==> config.mk <==
export PLATFORM = sky130hd
export DESIGN_NAME = motor_process_protection_monitor
export DESIGN_NICKNAME = d
export VERILOG_FILES = /design/src/hdl/protect_pkg.sv /design/src/hdl/sec_tick.sv /design/src/hdl/motor_process_protection_monitor.sv
export VERILOG_INCLUDE_DIRS = /design/src /design/src/hdl
export SDC_FILE = /design/constraint.sdc
export NUM_CORES = 1
export LEC_CHECK = 0
export BUFFER_PORTS_ARGS = -buffer_cell sky130_fd_sc_hd__buf_2
export CORE_MARGIN = 1.5
export CORE_UTILIZATION = 40
export CTS_BUF_LIST = sky130_fd_sc_hd__clkbuf_4
export DETAILED_ROUTE_END_ITERATION = 16
export GPL_ROUTABILITY_DRIVEN = 0
export SYNTH_ARGS = -nofsm -noshare
export SYNTH_HDL_FRONTEND = slang
export SYNTH_SLANG_ARGS = --single-unit
==> constraint.sdc <==
create_clock -name sys_clk -period 9.3 [get_ports sys_clk]
set_clock_uncertainty 0.2 [all_clocks]
set_input_delay 1.395 -clock sys_clk [delete_from_list [all_inputs] [get_ports sys_clk]]
set_output_delay 1.395 -clock sys_clk [all_outputs]
set_load 0.02 [all_outputs]
==> src/hdl/protect_cfg.svh <==
// constants for the motor process protection monitor
`ifndef PROTECT_CFG_SVH
`define PROTECT_CFG_SVH
// field widths
`define PCT_W 10
`define SEC_W 10
`define UL_DLY_W 6
`define TWAIT_W 12
// clock rate and one-second time base
`define CLK_FREQ_HZ 200000000
`define TICK_S 1
// underload supervision
`define UL_THR_MIN 10'h014
`define UL_THR_MAX 10'h064
`define UL_THR_DEF 10'h03C
`define UL_DLY_MAX 6'h3C
`define UL_DLY_DEF 6'h3C
`define UL_HYST_PCT 10'h00A
// start supervision
`define START_LIM_OFF 10'h000
`define START_LIM_MIN 10'h00A
`define START_LIM_MAX 10'h3E7
`define START_END_CUR_PCT 10'h0C8
`define START_DUR_MAX 10'h3E8
// restart delay and thermal wait
`define RESTART_MAX 10'h3E7
`define RESTART_DEF 10'h002
`define TWAIT_MAX 12'hE10
`endif

==> src/hdl/protect_pkg.sv <==
// types shared by the motor process protection monitor
`include "protect_cfg.svh"
package protect_pkg;
   typedef enum logic [1:0] {RESP_IGNORE = 2'h0, RESP_FREEWHEEL = 2'h1,
      RESP_DECEL = 2'h2, RESP_BRAKE = 2'h3} ul_resp_t;
   typedef enum logic [1:0] {STOP_FREEWHEEL = 2'h0, STOP_DECEL = 2'h1,
      STOP_BRAKE = 2'h2} stop_t;
   typedef enum logic [1:0] {WIRE_HARDWIRED = 2'h0, WIRE_2_LEVEL = 2'h1,
      WIRE_2_TRANS = 2'h2, WIRE_3 = 2'h3} wire_t;
   // PH_NONE: automatic as a setting, nothing recognised as a reading
   typedef enum logic [1:0] {PH_NONE = 2'h0, PH_123 = 2'h1, PH_321 = 2'h2} phase_t;
   typedef enum logic [3:0] {MS_IDLE = 4'h1, MS_START = 4'h2, MS_RUN = 4'h4,
      MS_STOP = 4'h8} mstate_t;
   typedef struct packed {
      logic underload_enable;
      logic [`PCT_W-1:0] underload_torque_threshold;
      logic [`UL_DLY_W-1:0] underload_detect_delay;
      ul_resp_t underload_response_select;
      logic [`SEC_W-1:0] underload_hold_time;
      logic [`SEC_W-1:0] start_time_limit;
      logic long_start_response_select; // 0 freewheel, 1 deceleration
      phase_t phase_order_setting;
      logic [`SEC_W-1:0] restart_delay_time;
      stop_t stop_type;
      wire_t wire_mode;
      logic thermal_start_inhibit_enable;
      logic [`PCT_W-1:0] thermal_threshold;
   } settings_t;
   typedef struct packed {
      logic bypassed;
      logic full_voltage;
      logic [`PCT_W-1:0] torque_pct;
      logic [`PCT_W-1:0] current_pct;
      phase_t phase_seq;
      logic run_cmd;
      logic stop_cmd;
      logic decel_done;
      logic motor_stopped;
      logic [`PCT_W-1:0] thermal_state_pct;
      logic [`TWAIT_W-1:0] thermal_wait_s;
   } meas_t;
   typedef struct packed {
      logic underload_warning_flag;
      logic underload_error_flag;
      logic long_start_error_flag;
      logic phase_inversion_error;
      phase_t detected_phase_order;
      logic [`SEC_W-1:0] measured_start_duration;
      logic wait_restart;
      logic thermal_inhibit;
      logic [`TWAIT_W-1:0] thermal_wait_remaining;
   } status_t;
   typedef struct packed {
      logic drive_on;
      logic decel_req;
      logic brake_req;
      logic start_pulse;
   } drive_t;
endpackage : protect_pkg

==> src/hdl/sec_tick.sv <==
// one-second tick generator with synchronous restart
`timescale 1ns/1ps
`default_nettype none
module sec_tick #(
   parameter int unsigned CYCLES = 200000000
) (
   input wire logic sys_clk,
   input wire logic rst,
   input wire logic clr,
   output logic tick_r
);
   localparam int unsigned CW = (CYCLES > 1) ? $clog2(CYCLES) : 1;
   localparam logic [CW-1:0] LAST = CW'(CYCLES - 1);
   logic [CW-1:0] cnt_r;
   // count cycles, pulse in the cycle after the last one of each second
   always_ff @(posedge sys_clk or posedge rst) begin
      if (rst) begin
         cnt_r <= '0;
         tick_r <= 1'b0;
      end else if (clr) begin
         cnt_r <= '0;
         tick_r <= 1'b0;
      end else begin
         tick_r <= (cnt_r == LAST);
         cnt_r <= (cnt_r == LAST) ? '0 : cnt_r + CW'(1);
      end
   end
endmodule : sec_tick
`default_nettype wire

==> src/hdl/motor_process_protection_monitor.sv <==
// motor process protection monitor: underload, start time, phase order, restart
`timescale 1ns/1ps
`default_nettype none
`include "protect_cfg.svh"
module motor_process_protection_monitor #(
   parameter int unsigned TICK_CYCLES = `TICK_S * `CLK_FREQ_HZ
) (
   input wire logic sys_clk,
   input wire logic rst,
   input wire protect_pkg::settings_t cfg,
   input wire protect_pkg::meas_t meas_in,
   input wire logic error_clear,
   output protect_pkg::status_t status_r,
   output protect_pkg::drive_t drive_r
);
   import protect_pkg::*;

   ////////////////////////////////////////////////////////////////////////////
   // input synchronisers
   meas_t meas_s1_r;
   meas_t meas_r;
   logic run_prev_r;
   // two stages before any logic looks at the pins
   always_ff @(posedge sys_clk or posedge rst) begin
      if (rst) begin
         meas_s1_r <= '0;
         meas_r <= '0;
         run_prev_r <= 1'b0;
      end else begin
         meas_s1_r <= meas_in;
         meas_r <= meas_s1_r;
         run_prev_r <= meas_r.run_cmd;
      end
   end

   ////////////////////////////////////////////////////////////////////////////
   // declarations
   mstate_t state_r;
   mstate_t state_nxt;
   stop_t kind_r;
   stop_t kind_nxt;
   logic pend_ul_r;
   logic pend_ul_nxt;
   logic pend_ls_r;
   logic pend_ls_nxt;
   logic tick;
   logic start_go;
   logic restart_go;
   logic set_ul_err;
   logic set_ls_err;
   logic ul_trip;
   logic ls_trip;
   logic [`PCT_W-1:0] ul_thr;
   logic [`UL_DLY_W-1:0] ul_dly;
   logic [`SEC_W-1:0] ls_lim;
   logic [`SEC_W-1:0] rs_dly;
   logic [`UL_DLY_W-1:0] ul_cnt_r;
   logic ul_det_r;
   logic [`SEC_W-1:0] hold_cnt_r;
   logic [`SEC_W-1:0] start_cnt_r;
   logic [`SEC_W-1:0] rs_cnt_r;
   logic learned_v_r;
   phase_t learned_r;
   phase_t expect_ph;
   logic level_mode;
   logic run_req;
   logic allowed;
   logic ul_active;
   logic ul_below;
   logic ul_above;
   logic start_end;
   logic any_err;

   ////////////////////////////////////////////////////////////////////////////
   // second time base, restarted whenever a start or restart timer begins
   sec_tick #(
      .CYCLES(TICK_CYCLES)
   ) u_tick (
      .sys_clk(sys_clk),
      .rst(rst),
      .clr(start_go | restart_go),
      .tick_r(tick)
   );

   ////////////////////////////////////////////////////////////////////////////
   // settings held inside their legal ranges
   always_comb begin
      ul_thr = cfg.underload_torque_threshold;
      if (ul_thr < `UL_THR_MIN) ul_thr = `UL_THR_MIN;
      if (ul_thr > `UL_THR_MAX) ul_thr = `UL_THR_MAX;
      ul_dly = (cfg.underload_detect_delay > `UL_DLY_MAX) ? `UL_DLY_MAX
         : cfg.underload_detect_delay;
      ls_lim = cfg.start_time_limit;
      if (ls_lim != `START_LIM_OFF && ls_lim < `START_LIM_MIN) ls_lim = `START_LIM_MIN;
      if (ls_lim > `START_LIM_MAX) ls_lim = `START_LIM_MAX;
      rs_dly = (cfg.restart_delay_time > `RESTART_MAX) ? `RESTART_MAX
         : cfg.restart_delay_time;
   end

   ////////////////////////////////////////////////////////////////////////////
   // run command qualification
   assign level_mode = (cfg.wire_mode == WIRE_HARDWIRED) || (cfg.wire_mode == WIRE_2_LEVEL);
   assign any_err = status_r.underload_error_flag | status_r.long_start_error_flag
      | status_r.phase_inversion_error;
   // restart delay and thermal inhibit both hold the start off
   assign allowed = !status_r.wait_restart && !status_r.thermal_inhibit && !any_err;
   // level command waits out the delay, an edge during the delay is lost
   assign run_req = level_mode ? meas_r.run_cmd
      : (meas_r.run_cmd && !run_prev_r);
   assign start_go = (state_r == MS_IDLE) && run_req && allowed && !meas_r.stop_cmd;
   // a start ends at full voltage with current under twice nominal
   assign start_end = meas_r.full_voltage && (meas_r.current_pct < `START_END_CUR_PCT);
   assign ls_trip = (state_r == MS_START) && (ls_lim != `START_LIM_OFF)
      && (start_cnt_r >= ls_lim) && !start_end;

   ////////////////////////////////////////////////////////////////////////////
   // underload detection terms
   assign ul_active = cfg.underload_enable && meas_r.bypassed && (state_r == MS_RUN);
   assign ul_below = meas_r.torque_pct < ul_thr;
   assign ul_above = meas_r.torque_pct > (ul_thr + `UL_HYST_PCT);
   assign ul_trip = ul_active && ul_below && !ul_det_r && (ul_cnt_r >= ul_dly);

   // underload delay timer in whole seconds
   always_ff @(posedge sys_clk or posedge rst) begin
      if (rst) begin
         ul_cnt_r <= '0;
         ul_det_r <= 1'b0;
      end else if (!ul_active || ul_above) begin
         ul_cnt_r <= '0;
         ul_det_r <= 1'b0;
      end else if (ul_trip) begin
         ul_det_r <= 1'b1;
      end else if (ul_below && tick && ul_cnt_r < `UL_DLY_MAX) begin
         ul_cnt_r <= ul_cnt_r + `UL_DLY_W'(1);
      end
   end

   ////////////////////////////////////////////////////////////////////////////
   // motor sequence: start, run, controlled stop
   always_comb begin
      state_nxt = state_r;
      kind_nxt = kind_r;
      pend_ul_nxt = pend_ul_r;
      pend_ls_nxt = pend_ls_r;
      restart_go = 1'b0;
      set_ul_err = 1'b0;
      set_ls_err = 1'b0;
      case (state_r)
         MS_IDLE: begin
            pend_ul_nxt = 1'b0;
            pend_ls_nxt = 1'b0;
            if (start_go) state_nxt = MS_START;
         end
         MS_START: begin
            if (ls_trip && !cfg.long_start_response_select) begin
               set_ls_err = 1'b1;
               restart_go = 1'b1;
               state_nxt = MS_IDLE;
            end else if (ls_trip) begin
               pend_ls_nxt = 1'b1;
               kind_nxt = STOP_DECEL;
               state_nxt = MS_STOP;
            end else if (meas_r.stop_cmd) begin
               kind_nxt = cfg.stop_type;
               state_nxt = (cfg.stop_type == STOP_FREEWHEEL) ? MS_IDLE : MS_STOP;
               restart_go = (cfg.stop_type == STOP_FREEWHEEL);
            end else if (start_end) begin
               state_nxt = MS_RUN;
            end
         end
         MS_RUN: begin
            if (ul_trip && cfg.underload_response_select == RESP_FREEWHEEL) begin
               set_ul_err = 1'b1;
               restart_go = 1'b1;
               state_nxt = MS_IDLE;
            end else if (ul_trip && cfg.underload_response_select != RESP_IGNORE) begin
               pend_ul_nxt = 1'b1;
               kind_nxt = (cfg.underload_response_select == RESP_DECEL) ? STOP_DECEL
                  : STOP_BRAKE;
               state_nxt = MS_STOP;
            end else if (meas_r.stop_cmd) begin
               kind_nxt = cfg.stop_type;
               state_nxt = (cfg.stop_type == STOP_FREEWHEEL) ? MS_IDLE : MS_STOP;
               restart_go = (cfg.stop_type == STOP_FREEWHEEL);
            end
         end
         MS_STOP: begin
            // deceleration ends at its end time, braking at standstill
            if ((kind_r == STOP_DECEL && meas_r.decel_done)
               || (kind_r != STOP_DECEL && meas_r.motor_stopped)) begin
               restart_go = 1'b1;
               set_ul_err = pend_ul_r;
               set_ls_err = pend_ls_r;
               state_nxt = MS_IDLE;
            end
         end
         default: begin
            state_nxt = MS_IDLE;
         end
      endcase
   end

   // sequence registers
   always_ff @(posedge sys_clk or posedge rst) begin
      if (rst) begin
         state_r <= MS_IDLE;
         kind_r <= STOP_FREEWHEEL;
         pend_ul_r <= 1'b0;
         pend_ls_r <= 1'b0;
      end else begin
         state_r <= state_nxt;
         kind_r <= kind_nxt;
         pend_ul_r <= pend_ul_nxt;
         pend_ls_r <= pend_ls_nxt;
      end
   end

   ////////////////////////////////////////////////////////////////////////////
   // start duration counter, saturating
   always_ff @(posedge sys_clk or posedge rst) begin
      if (rst) begin
         start_cnt_r <= '0;
      end else if (start_go) begin
         start_cnt_r <= '0;
      end else if (state_r == MS_START && tick && start_cnt_r < `START_DUR_MAX) begin
         start_cnt_r <= start_cnt_r + `SEC_W'(1);
      end
   end

   ////////////////////////////////////////////////////////////////////////////
   // restart delay counter and error hold counter
   always_ff @(posedge sys_clk or posedge rst) begin
      if (rst) begin
         rs_cnt_r <= '0;
      end else if (restart_go) begin
         rs_cnt_r <= rs_dly;
      end else if (tick && rs_cnt_r != '0) begin
         rs_cnt_r <= rs_cnt_r - `SEC_W'(1);
      end
   end

   always_ff @(posedge sys_clk or posedge rst) begin
      if (rst) begin
         hold_cnt_r <= '0;
      end else if (set_ul_err) begin
         hold_cnt_r <= cfg.underload_hold_time;
      end else if (tick && hold_cnt_r != '0) begin
         hold_cnt_r <= hold_cnt_r - `SEC_W'(1);
      end
   end

   ////////////////////////////////////////////////////////////////////////////
   // phase order learning and expected order
   always_ff @(posedge sys_clk or posedge rst) begin
      if (rst) begin
         learned_v_r <= 1'b0;
         learned_r <= PH_NONE;
      end else if (start_go && !learned_v_r && meas_r.phase_seq != PH_NONE) begin
         learned_v_r <= 1'b1;
         learned_r <= meas_r.phase_seq;
      end
   end
   assign expect_ph = (cfg.phase_order_setting != PH_NONE) ? cfg.phase_order_setting
      : (learned_v_r ? learned_r : PH_NONE);

   ////////////////////////////////////////////////////////////////////////////
   // warning and error flags, a set beats a clear in the same cycle
   always_ff @(posedge sys_clk or posedge rst) begin
      if (rst) begin
         status_r.underload_warning_flag <= 1'b0;
      end else if (ul_trip && cfg.underload_response_select == RESP_IGNORE) begin
         status_r.underload_warning_flag <= 1'b1;
      end else if (!ul_active || ul_above) begin
         status_r.underload_warning_flag <= 1'b0;
      end
   end

   always_ff @(posedge sys_clk or posedge rst) begin
      if (rst) begin
         status_r.underload_error_flag <= 1'b0;
      end else if (set_ul_err) begin
         status_r.underload_error_flag <= 1'b1;
      end else if (error_clear && hold_cnt_r == '0) begin
         status_r.underload_error_flag <= 1'b0;
      end
   end

   always_ff @(posedge sys_clk or posedge rst) begin
      if (rst) begin
         status_r.long_start_error_flag <= 1'b0;
      end else if (set_ls_err) begin
         status_r.long_start_error_flag <= 1'b1;
      end else if (error_clear) begin
         status_r.long_start_error_flag <= 1'b0;
      end
   end

   always_ff @(posedge sys_clk or posedge rst) begin
      if (rst) begin
         status_r.phase_inversion_error <= 1'b0;
      end else if (expect_ph != PH_NONE && meas_r.phase_seq != PH_NONE
         && meas_r.phase_seq != expect_ph) begin
         status_r.phase_inversion_error <= 1'b1;
      end else if (error_clear) begin
         status_r.phase_inversion_error <= 1'b0;
      end
   end

   ////////////////////////////////////////////////////////////////////////////
   // readouts
   always_ff @(posedge sys_clk or posedge rst) begin
      if (rst) begin
         status_r.detected_phase_order <= PH_NONE;
         status_r.measured_start_duration <= '0;
         status_r.wait_restart <= 1'b0;
         status_r.thermal_inhibit <= 1'b0;
         status_r.thermal_wait_remaining <= '0;
      end else begin
         status_r.detected_phase_order <= (expect_ph != PH_NONE) ? meas_r.phase_seq
            : PH_NONE;
         if (state_r == MS_START && state_nxt != MS_START) begin
            status_r.measured_start_duration <= start_cnt_r;
         end
         status_r.wait_restart <= restart_go ? (rs_dly != '0)
            : (rs_cnt_r > `SEC_W'(1) || (rs_cnt_r == `SEC_W'(1) && !tick));
         status_r.thermal_inhibit <= cfg.thermal_start_inhibit_enable
            && (meas_r.thermal_state_pct >= cfg.thermal_threshold);
         if (!cfg.thermal_start_inhibit_enable) begin
            status_r.thermal_wait_remaining <= '0;
         end else begin
            status_r.thermal_wait_remaining <= (meas_r.thermal_wait_s > `TWAIT_MAX)
               ? `TWAIT_MAX : meas_r.thermal_wait_s;
         end
      end
   end

   ////////////////////////////////////////////////////////////////////////////
   // motor drive requests, registered from the next state
   always_ff @(posedge sys_clk or posedge rst) begin
      if (rst) begin
         drive_r <= '0;
      end else begin
         drive_r.drive_on <= (state_nxt == MS_START) || (state_nxt == MS_RUN);
         drive_r.decel_req <= (state_nxt == MS_STOP) && (kind_nxt == STOP_DECEL);
         drive_r.brake_req <= (state_nxt == MS_STOP) && (kind_nxt == STOP_BRAKE);
         drive_r.start_pulse <= start_go;
      end
   end
endmodule : motor_process_protection_monitor
`default_nettype wire

## Word level (Yosys, flattened, before mapping)

Index checks and enable logic that the tools add are counted.

| word-level totals | value |
|---|---|
| register bits after elaboration | 212 |
| input port bits | 120 |
| output and inout port bits | 34 |
| logic and storage cells | 249 |

| operators by class | value |
|---|---|
| $add $sub $neg | 6 |
| $lt $le $gt $ge | 16 |
| eq/ne operators | 23 |
| mux-type cells | 71 |
| bitwise gates (word level) | 3 |
| reduce and logical (&&, ||, !) cells | 81 |

Operators by type and width:

| cell | count |
|---|---|
| 2-to-1 mux 10 bit | 11 |
| 2-to-1 mux 28 bit | 2 |
| nonzero test 10 bit | 5 |
| 2-to-1 mux 4 bit | 10 |
| logical AND 1 bit | 38 |
| nonzero test 2 bit | 15 |
| adder 28 x 1 -> 28 bit (second input constant) | 1 |
| equality test 28 bit (second input constant) | 1 |
| 2-to-1 mux 1 bit | 26 |
| 2-to-1 mux 12 bit | 2 |
| 2-to-1 mux 6 bit | 4 |
| >= comparator 10 bit | 2 |
| > comparator 10 bit (second input constant) | 2 |
| subtractor 10 x 1 -> 10 bit (second input constant) | 2 |
| 2-to-1 mux 2 bit | 9 |
| one-hot mux 4 bit (4 select lines) | 1 |
| > comparator 12 bit (second input constant) | 1 |
| zero test 1 bit | 11 |
| adder 10 x 1 -> 10 bit (second input constant) | 1 |
| adder 10 x 4 -> 10 bit (second input constant) | 1 |
| equality test 10 x 1 -> 1 bit (second input constant) | 1 |
| > comparator 10 x 1 -> 1 bit (second input constant) | 1 |
| > comparator 10 bit | 1 |
| > comparator 10 x 7 -> 1 bit (second input constant) | 1 |
| other kinds (28) | 51 |

## Logic depth before layout (Yosys ltp)

Gate-level depths: netlist (run 1).

| logic depth | value |
|---|---|
| depth in word-level cells | 14 |
| gate-level depth with buffers | 17 |
| mapped depth without buffers | 15 |

## By module

Synthesis (run 1) repeated with hierarchy kept, for this count alone.

| second synthesis, totals | value |
|---|---|
| cell total of the unflattened synthesis | 804 |
| area, all modules | 9206.3 sq um |

By module, submodules not included:

| module | times used | cells an instance | area an instance (sq um) | seq. area each (sq um) |
|---|---|---|---|---|
| motor_process_protection_monitor | 1 | 657 | 7743.7 | 4430.5 |
| sec_tick | 1 | 147 | 1462.7 | 725.7 |

## Worst setup path after synthesis (run 1)

OpenSTA, ideal clock, no wires.

| timing path | value |
|---|---|
| path kind | input-to-reg |
| start point | input port cfg[32] (netlist name) |
| end point | register rs_cnt_r[1] |
| setup time | 79 ps |
| arrival time | 4242 ps |
| required time | 9021 ps |
| path slack | 4779 ps |
| stages on the path | 14 |
| path buffers | 1 |
| cell sequence | nor4_1 -> nand3_1 -> or2_2 -> a21oi_1 -> ha_1 -> a211o_1 -> a31oi_1 -> o211ai_1 -> a31oi_2 -> nor2_2 -> a221oi_4 -> and2_4 -> buf_4 -> mux2i_1 |

| on the way | value |
|---|---|
| cells in the longest elaborated chain, start to end | 13 |
| elaborated cells on any way between the ends | 17 |
| those cells by class | order compare (3); mux (6); reduce/logical (8) |

Ends and longest elaborated chain:

| what | RTL line | text |
|---|---|---|
| from (decl) | motor_process_protection_monitor.sv:10 | `input wire protect_pkg::settings_t cfg,` |
| less-than comparator 10 x 4 -> 1 bit (no source line) / nonzero test 10 bit (equally long branches) | n/a |  |
| logical AND 1 bit (no source line) | n/a |  |
| 2-to-1 mux 10 bit * | motor_process_protection_monitor.sv:94 | `` if (ls_lim != `START_LIM_OFF && ls_lim < `START_LIM_MIN) ls_lim = `START_LIM_MIN; `` |
| > comparator 10 bit (no source line) | n/a |  |
| 2-to-1 mux 10 bit * | motor_process_protection_monitor.sv:95 | `` if (ls_lim > `START_LIM_MAX) ls_lim = `START_LIM_MAX; `` |
| branches (longest 2 deep; another with >= comparator 10 bit) | n/a |  |
| logical AND 1 bit * (2 in a row) | motor_process_protection_monitor.sv:113 | `` assign ls_trip = (state_r == MS_START) && (ls_lim != `START_LIM_OFF) `` |
| 2-to-1 mux 1 bit / logical AND 1 bit (equally long branches) | motor_process_protection_monitor.sv:159, motor_process_protection_monitor.sv:155 |  |
| 2-to-1 mux 1 bit * | motor_process_protection_monitor.sv:155 | `if (ls_trip && !cfg.long_start_response_select) begin` |
| one-hot mux 1 bit (3 select lines) * | motor_process_protection_monitor.sv:148 | `case (state_r)` |
| 2-to-1 mux 10 bit / nonzero test 2 bit (equally long branches) | n/a |  |
| to (signal assigned) | motor_process_protection_monitor.sv:236 | `rs_cnt_r <= rs_dly;` |
| to (signal assigned) | motor_process_protection_monitor.sv:238 | `` rs_cnt_r <= rs_cnt_r - `SEC_W'(1); `` |
| to (decl) | motor_process_protection_monitor.sv:61 | `` logic [`SEC_W-1:0] rs_cnt_r; `` |

Every way passes the cells marked *.
A chain may end at the register's enable or synchronous reset.

## Worst setup path in the final report (run 1)

| timing path | value |
|---|---|
| start point | input port cfg[65] (netlist name) |
| end point | register u_tick.cnt_r[1] |

| on the way | value |
|---|---|
| cells in the longest elaborated chain, start to end | 14 |
| elaborated cells on any way between the ends | 15 |
| those cells by class | order compare (3); mux (6); bitwise (1); reduce/logical (5) |

Ends and longest elaborated chain:

| what | RTL line | text |
|---|---|---|
| less-than comparator 10 x 5 -> 1 bit (no source line) | n/a |  |
| 2-to-1 mux 10 bit * | motor_process_protection_monitor.sv:89 | `` if (ul_thr < `UL_THR_MIN) ul_thr = `UL_THR_MIN; `` |
| > comparator 10 x 7 -> 1 bit (no source line) | n/a |  |
| 2-to-1 mux 10 bit * | motor_process_protection_monitor.sv:90 | `` if (ul_thr > `UL_THR_MAX) ul_thr = `UL_THR_MAX; `` |
| less-than comparator 10 bit * | motor_process_protection_monitor.sv:119 | `assign ul_below = meas_r.torque_pct < ul_thr;` |
| logical AND 1 bit * (3 in a row) | motor_process_protection_monitor.sv:121 | `assign ul_trip = ul_active && ul_below && !ul_det_r && (ul_cnt_r >= ul_dly);` |
| logical AND 1 bit | motor_process_protection_monitor.sv:176 | `end else if (ul_trip && cfg.underload_response_select != RESP_IGNORE) begin` |
| 2-to-1 mux 1 bit | motor_process_protection_monitor.sv:176 |  |
| 2-to-1 mux 1 bit * | motor_process_protection_monitor.sv:172 | `if (ul_trip && cfg.underload_response_select == RESP_FREEWHEEL) begin` |
| one-hot mux 1 bit (3 select lines) * | motor_process_protection_monitor.sv:148 |  |
| bitwise OR 1 bit * | motor_process_protection_monitor.sv:81 | `.clr(start_go \| restart_go),` |
| 2-to-1 mux 28 bit * | sec_tick.sv:20 | `end else if (clr) begin` |
| to (signal assigned) | sec_tick.sv:25 | `cnt_r <= (cnt_r == LAST) ? '0 : cnt_r + CW'(1);` |
| to (decl) | sec_tick.sv:14 | `logic [CW-1:0] cnt_r;` |

Every way passes the cells marked *; elsewhere a longest branch is shown, timed or not.

==> implementation parameters, run 1 <==
Parameter                              Value

Pwr
  Sw power ... 446 µW
  Leak pwr ... 5.24 nW
  Fraction of power spent switching nets ... 24.6%
  VDD IR max ... 111 µV
  Clock group share of total power ... ~42%
  Pwr/cell area ... 165 nW/µm²
  Power share of the combinational group ... 6.0%
  Int Pwr ... 1.37 mW
  Fraction of power consumed by sequential logic ... 51.6%

Yosys
  Most numerous cell types in the synthesized netlist ... 205 x dfrtp_1, 63 x nor2_1, 60 x nand2_1
  Main area contributors after synthesis ... dfrtp_1 56%, ha_1 7.1%, xnor2_1 2.7%
  Register area share after synthesis ... 55.9%
  Average instance area after synthesis ... 11.3 µm²
  Netlist cell types ... 73
  Share of the synthesized area in the top cell type ... 55.6%
  Synth async-reset ratio ... 100%
  Ys flop type ... dfrtp_1
  Total number of yosys warnings ... 0
  Cell taking the most area after synthesis ... dfrtp_1
  Synth Instances ... 816
  Synthesized cell area ... 9220 µm²
  Synthesis-stage register bit count ... between 200 and 250
  Most frequently used cell type in the post-synthesis netlist ... dfrtp_1
  Number of enable flip-flop cells after synthesis ... 0

Placement
  Post-detailed-placement half-perimeter wirelength ... between 10 and 15 mm
  Setup WS pre-CTS ... approximately 3.4 ns
  Count of buffers inserted at the top-level ports ... 149

Layout
  Number of nets in the layout ... 1189
  Count of fill cells added during filler insertion ... 2127
  Layout cells sized above 1 ... between 20% and 30%
  Growth of design area from synthesis to finish ... 19.2%

Detailed routing
  Initial DRC Count ... 248
  Detail-routed net length per standard cell ... between 10 and 15 µm
  Post-route DRC ... 0
  Remaining antenna violation count after routing ... 0
  First-pass detailed-route iteration total ... 6
  DR vias/cell ... approximately 4.9
  DRT Wirelength ... 19.1 mm
  Total number of vias ... 6547

Floorplan
  Area of the die ... 24000 µm²
  Starting density of the core ... 40.7%
  Die outline height ... 155 µm
  Std-Cell Rows ... 55
  Core region area ... 22600 µm²
  Chip width ... 155 µm
  I/O Pins ... 154

Global route
  Total overflow reported by the global router ... 0
  Maximum number of pins on one net before global-route repair ... between 100 and 150
  First-pass GRT wire length ... 32.2 mm
  GR Util All Layers ... 16.8%
  Via count of the first global-routing pass ... 6691
  Antenna violations before repair ... 3

STA
  Count of final hold-check violations ... 0
  Crit share post-route ... between 50% and 60%
  Slew Viols, Final ... 0
  Setup slack after layout ... between 4 and 5 ns
  Final Setup Violations ... 0
  Setup repair after global routing missed its margin ... false
  Actual slew at the worst max-slew pin ... 0.989 ns
  Fmax achieved ... 0.194 GHz
  Crit path time final ... 5.16 ns
  Final setup TNS ... 0 ns
  Remaining max-slew budget at the tightest pin ... 34.1%

Worst setup path
  Endpoint arrival time on the critical path ... 5.50 ns
  Setup CP Type ... in -> reg
  Capture point of the worst path ... u_tick.cnt_r[1]
  Launching element of the worst setup path ... cfg[65]
  End of the worst register-to-register path ... u_tick.cnt_r[1]
  Flop2flop setup slack ... approximately 5.4 ns
  Critical path endpoint category ... flip-flop
  Launching point of the worst reg2reg path ... start_cnt_r[2]
  Required time of the critical path ... 9.64 ns
  Critical path startpoint category ... primary input
  Cell count of the worst reg-to-reg path ... 9
  Largest fanout of any net on the critical path ... 29

Status
  Outcome ... finished, final reports clean

CTS
  Clock buffers created by TritonCTS ... 55
  Setup Fix Bufs, Post-CTS ... 0
  Clock Path Buffers ... 3
  H-tree level count ... 2
  Clock-pin transition on the worst setup and hold timing paths ... 0.07 ns
  Total of hold buffers inserted after clock tree synthesis ... 0
  # resized after CTS ... 0
  TritonCTS clock tree ... built
  Clock root buffer ... clkbuf_4
  Total clock sinks ... 206
  Clock insertion delay at the later pin of the skew report ... 0.68 ns

Flow run
  Reported max-cap violation count ... 0

Min path
  HP Class ... reg -> reg
final cells by class:
cell class,count,area (µm²),share of cell area [%]
clock inverter,22,134,1.22
multi-input combinational,557,3840,34.9
timing repair buffer,153,776,7.06
clock buffer,73,548,4.99
antenna,3,7.51,0.0683
tap,285,357,3.24
inverter,44,173,1.57
sequential,206,5160,46.9
how the worst min path moves through the flow:
stage	start	cells past startpoint	endpoint	slack, ns
floorplan	meas_s1_r[0]	0	meas_r[0]	0.13
global placement	meas_s1_r[18]	0	meas_r[18]	0.13
detailed placement	meas_s1_r[16]	0	meas_r[16]	0.13
CTS	meas_s1_r[49]	0	meas_r[49]	0.14
global route	meas_s1_r[44]	0	meas_r[44]	0.15
finish	meas_s1_r[49]	0	meas_r[49]	0.14
registers in the layout, summed over array words and instances, names as in the netlist, 2 cells and up:
name          count
meas_r           47
meas_s1_r        47
status_r         30
u_tick.cnt_r     28
hold_cnt_r       10
rs_cnt_r         10
start_cnt_r      10
ul_cnt_r          6
drive_r           4
state_r           4
kind_r            2
learned_r         2
through the flow:
step / cells / cell area (µm²) / power, mW / hold WS [ns] / utilization [%]
2_1_floorplan: 821 / 9240 / 1.01 / 0.131 / -
5_1_grt: 1342 / 11000 / 1.92 / 0.154 / 48.5
4_1_cts: 1340 / 11000 / 1.85 / 0.142 / 48.5
3_5_place_dp: 1245 / 10300 / 1.06 / 0.135 / 45.5
3_3_place_gp: 1245 / 10300 / 1.06 / 0.132 / 45.5
6_report: 1343 / 11000 / 1.81 / 0.137 / 48.5
layer usage:
metal  routed length [µm]  global-route usage, %  share of wire (%)  vias up
li1                     -                      -                  -     3285
met1                 8670                   21.6                 45     3083
met2                 9090                   27.5                 48      136
met3                  891                   4.23                4.7       41
met4                  420                   6.32                2.2        2
met5                   12                      0              0.063        -
critical path, cell delays in order:
cell and delay [ns]:
buf_2 0.09, or3_1 0.44, a211oi_1 0.45, nand2_1 0.15
ha_1 0.34, nor2b_1 0.14, o21ai_0 0.18, nand4_1 0.20
and2_4 0.22, o31ai_4 0.28, a21o_1 0.37, nand3_2 0.79
nor3b_1 0.43
kinds of logic (layout without fill, tap and decap cells):
| group | after synthesis | count (layout) | share of synthesized area, % |
|---|---|---|---|
| AND/OR/NAND/NOR | 288 | 288 | 16.7 |
| flip-flops | 206 | 206 | 55.9 |
| AO/OA/AOI/OAI | 134 | 134 | 9.87 |
| buffers and inverters | 58 | 292 | 2.65 |
| XOR/XNOR | 56 | 56 | 5.32 |
| adder cells (fa/ha/maj) | 53 | 53 | 7.17 |
| multiplexers | 20 | 20 | 2.29 |
| other | 1 | 9 | 0.0407 |
cell usage in the layout, fill, tap and decap left out, types with 39 or more instances in the layout:
cell,Yosys,routed
a21oi_1,39,39
buf_2,3,149
clkbuf_4,0,73
dfrtp_1,205,205
ha_1,52,52
inv_1,43,42
nand2_1,60,60
nor2_1,63,63
o21ai_0,41,41
power groups by stage:
stage | Combinational, mW | Sequential (mW) | Clock [mW]
after global placement | 0.109 | 0.952 | 0
final | 0.108 | 0.935 | 0.769
after floorplan | 0.0568 | 0.955 | 0
after global routing | 0.125 | 0.938 | 0.854
after CTS | 0.112 | 0.936 | 0.802
after detailed placement | 0.111 | 0.952 | 0
Note: power is estimated with default switching activity, not from simulation.
==> run 2: changes to the inputs <==
--- a/config.mk
+++ b/config.mk
@@ -6,6 +6,7 @@
 export SDC_FILE = /design/constraint.sdc
 export NUM_CORES = 1
 export LEC_CHECK = 0
+export ABC_AREA = 1
 export BUFFER_PORTS_ARGS = -buffer_cell sky130_fd_sc_hd__buf_2
 export CORE_MARGIN = 1.5
 export CORE_UTILIZATION = 40
==> constraint.sdc (replaced) <==
create_clock -name sys_clk -period 4.4 [get_ports sys_clk]
set_clock_uncertainty 0.2 [all_clocks]
set_input_delay 0.66 -clock sys_clk [delete_from_list [all_inputs] [get_ports sys_clk]]
set_output_delay 0.66 -clock sys_clk [all_outputs]
set_load 0.02 [all_outputs]
==> run 2 against run 1 <==
  * Worst setup slack worse by 3.3 ns
  * Via count is 20% higher
  * Critical path depth is 12 higher
  * Global-route usage is 0.64 points higher
  * Combinational power grew to 2.8 times the previous value
  * Worst hold slack worse by 0.080 ns
  * Flip-flop and latch count stayed put
  * Synthesized area is 6.1% higher
  * Sequential share of layout area is 4.9 points lower
  * First-iteration DRC count is 50% higher
  * Critical endpoint is now ul_cnt_r[2]
  * Largest power group unchanged
  * Highest routed layer unchanged
==> implementation parameters, run 2 <==
Parameter                              Value

Yosys
  Synthesized cell area ... 9790 µm² (+6.1%)
  Main area contributors after synthesis ... dfrtp_1 52%, nand2_1 8.3%, ha_1 6.6%
  Synth async-reset ratio ... 100% (unchanged)
  Number of enable flip-flop cells after synthesis ... 0 (unchanged)
  Synthesis-stage register bit count ... 206 (unchanged)
  Most numerous cell types in the synthesized netlist ... 216 x nand2_1, 205 x dfrtp_1, 166 x inv_1
  Netlist cell types ... 47 (-36%)
  Share of the synthesized area in the top cell type ... 52.4% (-3.2 points)
  Synth Instances ... 1086 (+33%)
  Average instance area after synthesis ... 9.01 µm² (-20%)
  Most frequently used cell type in the post-synthesis netlist ... nand2_1
  Cell taking the most area after synthesis ... dfrtp_1
  Register area share after synthesis ... 52.7% (-3.2 points)
  Total number of yosys warnings ... 0 (unchanged)
  Ys flop type ... dfrtp_1

Layout
  Combined area of the multi-input logic cells ... 3940 µm² (+2.7%)
  Layout cells sized above 1 ... 20.5% (-5.7 points)
  Post-layout utilization of the core ... 50.8% (+2.2 points)
  Count of fill cells added during filler insertion ... 2295 (+7.9%)
  Area of all placed cells without fillers ... 12300 µm² (+12%)
  Leading registers by flop count ... meas_r: 47 flops, meas_s1_r: 47 flops, status_r: 30 flops
  Most common cell after layout, fill and taps aside ... nand2_1
  Reg area ... 5160 µm² (unchanged)
  Growth of design area from synthesis to finish ... 25.4%
  Number of nets in the layout ... 1524 (+28%)
  Most used cells in the layout excluding fill and tap cells ... 216 x nand2_1, 205 x dfrtp_1, 165 x inv_1, 149 x buf_2, 128 x nor2_1

Global route
  GR Util All Layers ... 17.5% (+0.64 points)
  Antenna violations before repair ... 5 (+2)
  Total overflow reported by the global router ... 0 (unchanged)
  Via count of the first global-routing pass ... 8039 (+20%)
  Maximum number of pins on one net before global-route repair ... 88 (-31%)
  First-pass GRT wire length ... 36.5 mm (+13%)

Floorplan
  Std-Cell Rows ... 57 (+3.6%)
  Core region area ... 24200 µm² (+6.8%)
  I/O Pins ... 154 (unchanged)
  Die outline height ... 159 µm (+3.0%)
  Starting density of the core ... 40.5% (-0.24 points)
  Chip width ... 159 µm (+3.0%)
  Area of the die ... 25400 µm² (+6.0%)

Worst setup path
  End of the worst register-to-register path ... u_tick.cnt_r[7]
  Setup CP Type ... in -> reg
  Largest fanout of any net on the critical path ... 6 (-79%)
  Required time of the critical path ... 4.74 ns (-4.90 ns)
  Delay of the slowest critical-path stage ... 0.42 ns (-0.37 ns)
  Slowest cell on the critical path ... a21oi_1
  Endpoint arrival time on the critical path ... 3.87 ns (-1.63 ns)
  Critical path buffers and inverters ... 6 (+5)
  Launching point of the worst reg2reg path ... start_cnt_r[4]
  Crit path top cell by count ... nand2_1
  Critical path startpoint category ... primary input
  Cell count of the worst reg-to-reg path ... 14 (+5)
  Critical path endpoint category ... flip-flop
  Flop2flop setup slack ... 1.73 ns (-3.70 ns)
  Kind of cell adding the most delay to the critical path ... simple AND/OR/NAND/NOR gates

Placement
  Count of buffers inserted at the top-level ports ... 149 (unchanged)
  Cell area after placement ... 11000 µm² (+6.3%)
  Setup WS pre-CTS ... 0.139 ns (-3.30 ns)
  Post-detailed-placement half-perimeter wirelength ... 15.5 mm (+13%)

CTS
  TritonCTS clock tree ... built
  Clock root buffer ... clkbuf_4
  Total of hold buffers inserted after clock tree synthesis ... 56 (+56)
  Clock insertion delay at the later pin of the skew report ... 0.66 ns (-0.02 ns)
  Setup Fix Bufs, Post-CTS ... 0 (unchanged)
  Clock-pin transition on the worst setup and hold timing paths ... 0.06 ns (about the same)
  H-tree level count ... 2 (unchanged)
  Total clock sinks ... 206 (unchanged)
  # resized after CTS ... 0 (unchanged)
  Clock Path Buffers ... 3 (unchanged)
  Clock buffers created by TritonCTS ... 58 (+5.5%)

STA
  Final setup TNS ... 0 ns (unchanged)
  Worst-case hold slack ... 0.0570 ns (-0.0799 ns)
  Slew Viols, Final ... 0 (unchanged)
  Count of final hold-check violations ... 0 (unchanged)
  Actual slew at the worst max-slew pin ... 0.673 ns (-0.315 ns)
  Crit path time final ... 3.53 ns
  Setup slack after layout ... 0.869 ns (-3.27 ns)
  Final Setup Violations ... 0 (unchanged)
  Fmax achieved ... 0.283 GHz
  Remaining max-slew budget at the tightest pin ... 54.7% (+21 points)
  Setup repair after global routing missed its margin ... false
  Crit share post-route ... 80.3%

Detailed routing
  Remaining antenna violation count after routing ... 0 (unchanged)
  Initial DRC Count ... 371 (+50%)
  Total number of vias ... 7885 (+20%)
  Post-route DRC ... 0 (unchanged)
  Detail-routed net length per standard cell ... 12.5 µm (-12%)
  DR vias/cell ... 4.57 (-6.2%)
  First-pass detailed-route iteration total ... 4 (-2)
  DRT Wirelength ... 21.5 mm (+13%)

Pwr
  VDD IR max ... 197 µV (+78%)
  Pwr/cell area ... 329 nW/µm² (+99%)
  Leak pwr ... 6.27 nW (+20%)

Min path
  Critical hold path startpoint ... cfg[44]
  Worst Hold Depth ... 3 (+3)
  HP Class ... in -> reg
  Min-Delay Endpoint ... hold_cnt_r[6]

Flow run
  Reported max-cap violation count ... 0 (unchanged)

Status
  Outcome ... finished, final reports clean
==> run 2: layer usage <==
layer	vias to the layer above	track usage, %	part of all wire (%)
li1	4047	-	-
met4	4	6.56	2.6
met5	-	0	0.11
met3	52	4.56	5.5
met2	164	30.0	49
met1	3618	21.0	43
==> run 2: cell families (layout without fill, tap and decap cells) <==
family / after synthesis / count (layout) / synth area share (%)
compound gates: 112 / 112 / 6.75
xor+xnor: 40 / 40 / 3.58
fa+ha+maj: 52 / 52 / 6.65
buf+inv: 179 / 485 / 7.22
flops: 206 / 206 / 52.7
other cells: 1 / 9 / 0.0383
simple gates: 496 / 496 / 23.1
==> run 2: layout make-up <==
class,count,area share (%)
Sequential cell,206,42.0
Timing Repair Buffer,209,11.1
Inverter,171,5.28
Antenna cell,3,0.0612
Multi-Input combinational cell,706,32.1
Tap cell,324,3.30
Clock buffer,82,5.02
Clock inverter,23,1.09
==> run 2: how the worst max path moves through the flow <==
stage            start               to  depth (start not counted)
6_report       cfg[65]      ul_cnt_r[2]                         25
3_3_place_gp   cfg[65]      ul_cnt_r[2]                         25
3_5_place_dp   cfg[65]  u_tick.cnt_r[0]                         24
5_1_grt        cfg[65]      ul_cnt_r[1]                         25
4_1_cts        cfg[65]  u_tick.cnt_r[7]                         24
2_1_floorplan      rst       drive_r[0]                          1
==> run 2: stage by stage <==
step	std cells	power [mW]
floorplan	1091	2.18
finish	1724	4.04
global placement	1560	2.29
global route	1723	4.28
CTS	1721	4.13
detailed placement	1560	2.30
==> run 2: power by group <==
group | leakage, nW | switching, mW | internal (mW)
sequential | 2.50 | 0.0308 | 1.96
combinational | 3.32 | 0.167 | 0.139
clock | 0.445 | 0.816 | 0.926
total | 6.27 | 1.01 | 3.02
==> run 2: tightest hold or removal path: cells and delay by family <==
kind                   cells  cell delay, ns
AO/OA/AOI/OAI              1            0.08
buffers and inverters      1            0.08
AND/OR/NAND/NOR            1            0.05
==> run 3: changes to the inputs <==
==> constraint.sdc (replaced) <==
create_clock -name sys_clk -period 3.6 [get_ports sys_clk]
set_clock_uncertainty 0.2 [all_clocks]
set_input_delay 0.54 -clock sys_clk [delete_from_list [all_inputs] [get_ports sys_clk]]
set_output_delay 0.54 -clock sys_clk [all_outputs]
set_load 0.02 [all_outputs]
==> run 3 against run 2 <==
  * Worst setup slack worse by 0.43 ns
  * Utilization up 1.4 points
  * Routed wire length up 1.5%
  * Largest cell class unchanged
  * Cell count up 2.1%
  * Critical path depth up 1
  * Critical endpoint is now ul_cnt_r[0]
  * Worst hold slack better by 0.021 ns
  * Critical path type unchanged
  * Combinational power up 29%
  * First-iteration DRC count up 13%
  * Total power up 21%
==> implementation parameters, run 3 (synthesis gave the netlist of run 2 again) <==
Parameter                              Value

Worst setup path
  Setup CP Type ... in -> reg
  Required time of the critical path ... 3.95 ns (-0.79 ns)
  Critical path startpoint category ... primary input
  Largest fanout of any net on the critical path ... 6 (unchanged)
  Critical path endpoint category ... flip-flop
  Flop2flop setup slack ... 1.06 ns (-0.67 ns)
  Slowest cell on the critical path ... a21oi_1
  Endpoint arrival time on the critical path ... 3.52 ns (-0.35 ns)
  Delay of the slowest critical-path stage ... 0.39 ns (-0.03 ns)
  Crit path top cell by count ... nand2_1
  Cell count of the worst reg-to-reg path ... 9 (-5)
  Launching point of the worst reg2reg path ... state_r[0]
  End of the worst register-to-register path ... status_r[22]

Layout
  Most used cells in the layout excluding fill and tap cells ... 216 x nand2_1, 205 x dfrtp_1, 165 x inv_1, 149 x buf_2, 128 x nor2_1
  Count of fill cells added during filler insertion ... 2303 (+0.35%)
  Post-layout utilization of the core ... 52.1% (+1.4 points)
  Number of nets in the layout ... 1561 (+2.4%)
  Area of all placed cells without fillers ... 12600 µm² (+2.7%)
  Growth of design area from synthesis to finish ... 28.7%
  Layout cells sized above 1 ... 21.1% (+0.62 points)
  Most common cell after layout, fill and taps aside ... nand2_1
  Leading registers by flop count ... meas_r: 47 flops, meas_s1_r: 47 flops, status_r: 30 flops

Detailed routing
  DR vias/cell ... 4.60 (+0.58%)
  Post-route DRC ... 0 (unchanged)
  Remaining antenna violation count after routing ... 0 (unchanged)
  DRT Wirelength ... 21.8 mm (+1.5%)
  Detail-routed net length per standard cell ... 12.4 µm (-0.63%)
  Total number of vias ... 8101 (+2.7%)
  First-pass detailed-route iteration total ... 7 (+3)
  Initial DRC Count ... 421 (+13%)

STA
  Remaining max-slew budget at the tightest pin ... 55.5% (+0.77 points)
  Count of final hold-check violations ... 0 (unchanged)
  Final setup TNS ... 0 ns (unchanged)
  Setup repair after global routing missed its margin ... false
  Final Setup Violations ... 0 (unchanged)
  Crit share post-route ... around 88%
  Slew Viols, Final ... 0 (unchanged)
  Actual slew at the worst max-slew pin ... 0.662 ns (-0.0115 ns)
  Fmax achieved ... roughly 0.32 GHz
  Crit path time final ... 3.17 ns

CTS
  Clock root buffer ... clkbuf_4
  # resized after CTS ... 0 (unchanged)
  Clock buffers created by TritonCTS ... 56 (-3.4%)
  TritonCTS clock tree ... built
  Total clock sinks ... 206 (unchanged)
  Setup Fix Bufs, Post-CTS ... 0 (unchanged)
  Clock Path Buffers ... 3 (unchanged)
  Clock-pin transition on the worst setup and hold timing paths ... 0.06 ns (about the same)
  Clock insertion delay at the later pin of the skew report ... 0.67 ns (about the same)
  Total of hold buffers inserted after clock tree synthesis ... 75 (+34%)
  H-tree level count ... 2 (unchanged)

Global route
  Via count of the first global-routing pass ... 8243 (+2.5%)
  Maximum number of pins on one net before global-route repair ... 97 (+10%)
  First-pass GRT wire length ... 37.3 mm (+2.3%)
  GR Util All Layers ... 17.8% (+0.36 points)
  Antenna violations before repair ... 7 (+2)
  Total overflow reported by the global router ... 0 (unchanged)

Floorplan
  Chip width ... 159 µm (unchanged)
  I/O Pins ... 154 (unchanged)
  Std-Cell Rows ... 57 (unchanged)
  Area of the die ... 25400 µm² (unchanged)
  Starting density of the core ... 40.5% (unchanged)
  Core region area ... 24200 µm² (unchanged)
  Die outline height ... 159 µm (unchanged)

Min path
  HP Class ... in -> reg
  Min-Delay Endpoint ... drive_r[0]
  Critical hold path startpoint ... cfg[12]
  Worst Hold Depth ... 4 (+1)

Flow run
  Reported max-cap violation count ... 0 (unchanged)

Placement
  Cell area after placement ... 11100 µm² (+1.5%)
  Count of buffers inserted at the top-level ports ... 149 (unchanged)
  Post-detailed-placement half-perimeter wirelength ... 15.6 mm (+0.68%)

Pwr
  VDD IR max ... 259 µV (+32%)
  Pwr/cell area ... 389 nW/µm² (+18%)
  Leak pwr ... 6.42 nW (+2.5%)

Status
  Outcome ... finished, final reports clean
[run 3: cell types whose count changed in the layout (fill, tap and decap cells not counted), sizes merged]
cell / before / now
inv: 170 / 171
buf: 153 / 173
diode: 3 / 5
dlygate4sd3: 56 / 75
clkinv: 22 / 16
clkinvlp: 1 / 2
[run 3: critical path: cells and delay by family]
kind                     cells  cell delay, ns
adder cells (fa/ha/maj)      2            0.43
AND/OR/NAND/NOR             12            0.96
buffers and inverters        5            0.38
AO/OA/AOI/OAI                7            1.19
[run 3: worst max-delay path by stage]
| stage | from | endpoint | slack (ns) |
|---|---|---|---|
| after floorplan | rst | drive_r[0] | 0.19 |
| after global placement | cfg[65] | ul_cnt_r[2] | -0.13 |
| after detailed placement | cfg[65] | ul_cnt_r[0] | -0.24 |
| after CTS | cfg[65] | ul_cnt_r[0] | 0.46 |
| after global routing | cfg[65] | ul_cnt_r[2] | 0.02 |
| final | cfg[65] | ul_cnt_r[0] | 0.43 |
[run 3: routing by layer]
metal	part of all wire (%)	wire length, µm	track usage [%]	vias up
li1	-	-	-	4122
met3	5.6	1220	4.69	52
met5	0.078	17	0	-
met4	2.8	604	7.38	4
met1	44	9500	21.6	3744
met2	48	10500	30.1	179
[run 3: final cells by class]
cell class / count / area, µm² / area share [%]
Timing Repair Buffer: 248 / 1710 / 13.6
Inverter: 171 / 648 / 5.14
Multi-Input combinational cell: 706 / 3940 / 31.3
Clock buffer: 82 / 616 / 4.89
Clock inverter: 19 / 104 / 0.824
Sequential cell: 206 / 5160 / 40.9
Antenna cell: 5 / 12.5 / 0.0993
Tap cell: 324 / 405 / 3.22
[run 3: where the power goes]
part | leakage, nW | internal [mW] | switching [mW]
sequential | 2.50 | 2.39 | 0.0368
clock | 0.426 | 1.11 | 0.958
combinational | 3.50 | 0.188 | 0.209
total | 6.42 | 3.70 | 1.20
[run 3: metrics by stage]
step	cells	hold slack (ns)	setup slack (ns)	power, mW
finish	1761	0.0776	0.434	4.90
global route	1761	0.0552	0.0247	5.21
CTS	1756	0.0294	0.463	5.02
detailed placement	1580	0.135	-0.245	2.81
global placement	1580	0.131	-0.130	2.80
floorplan	1091	0.131	0.189	2.66
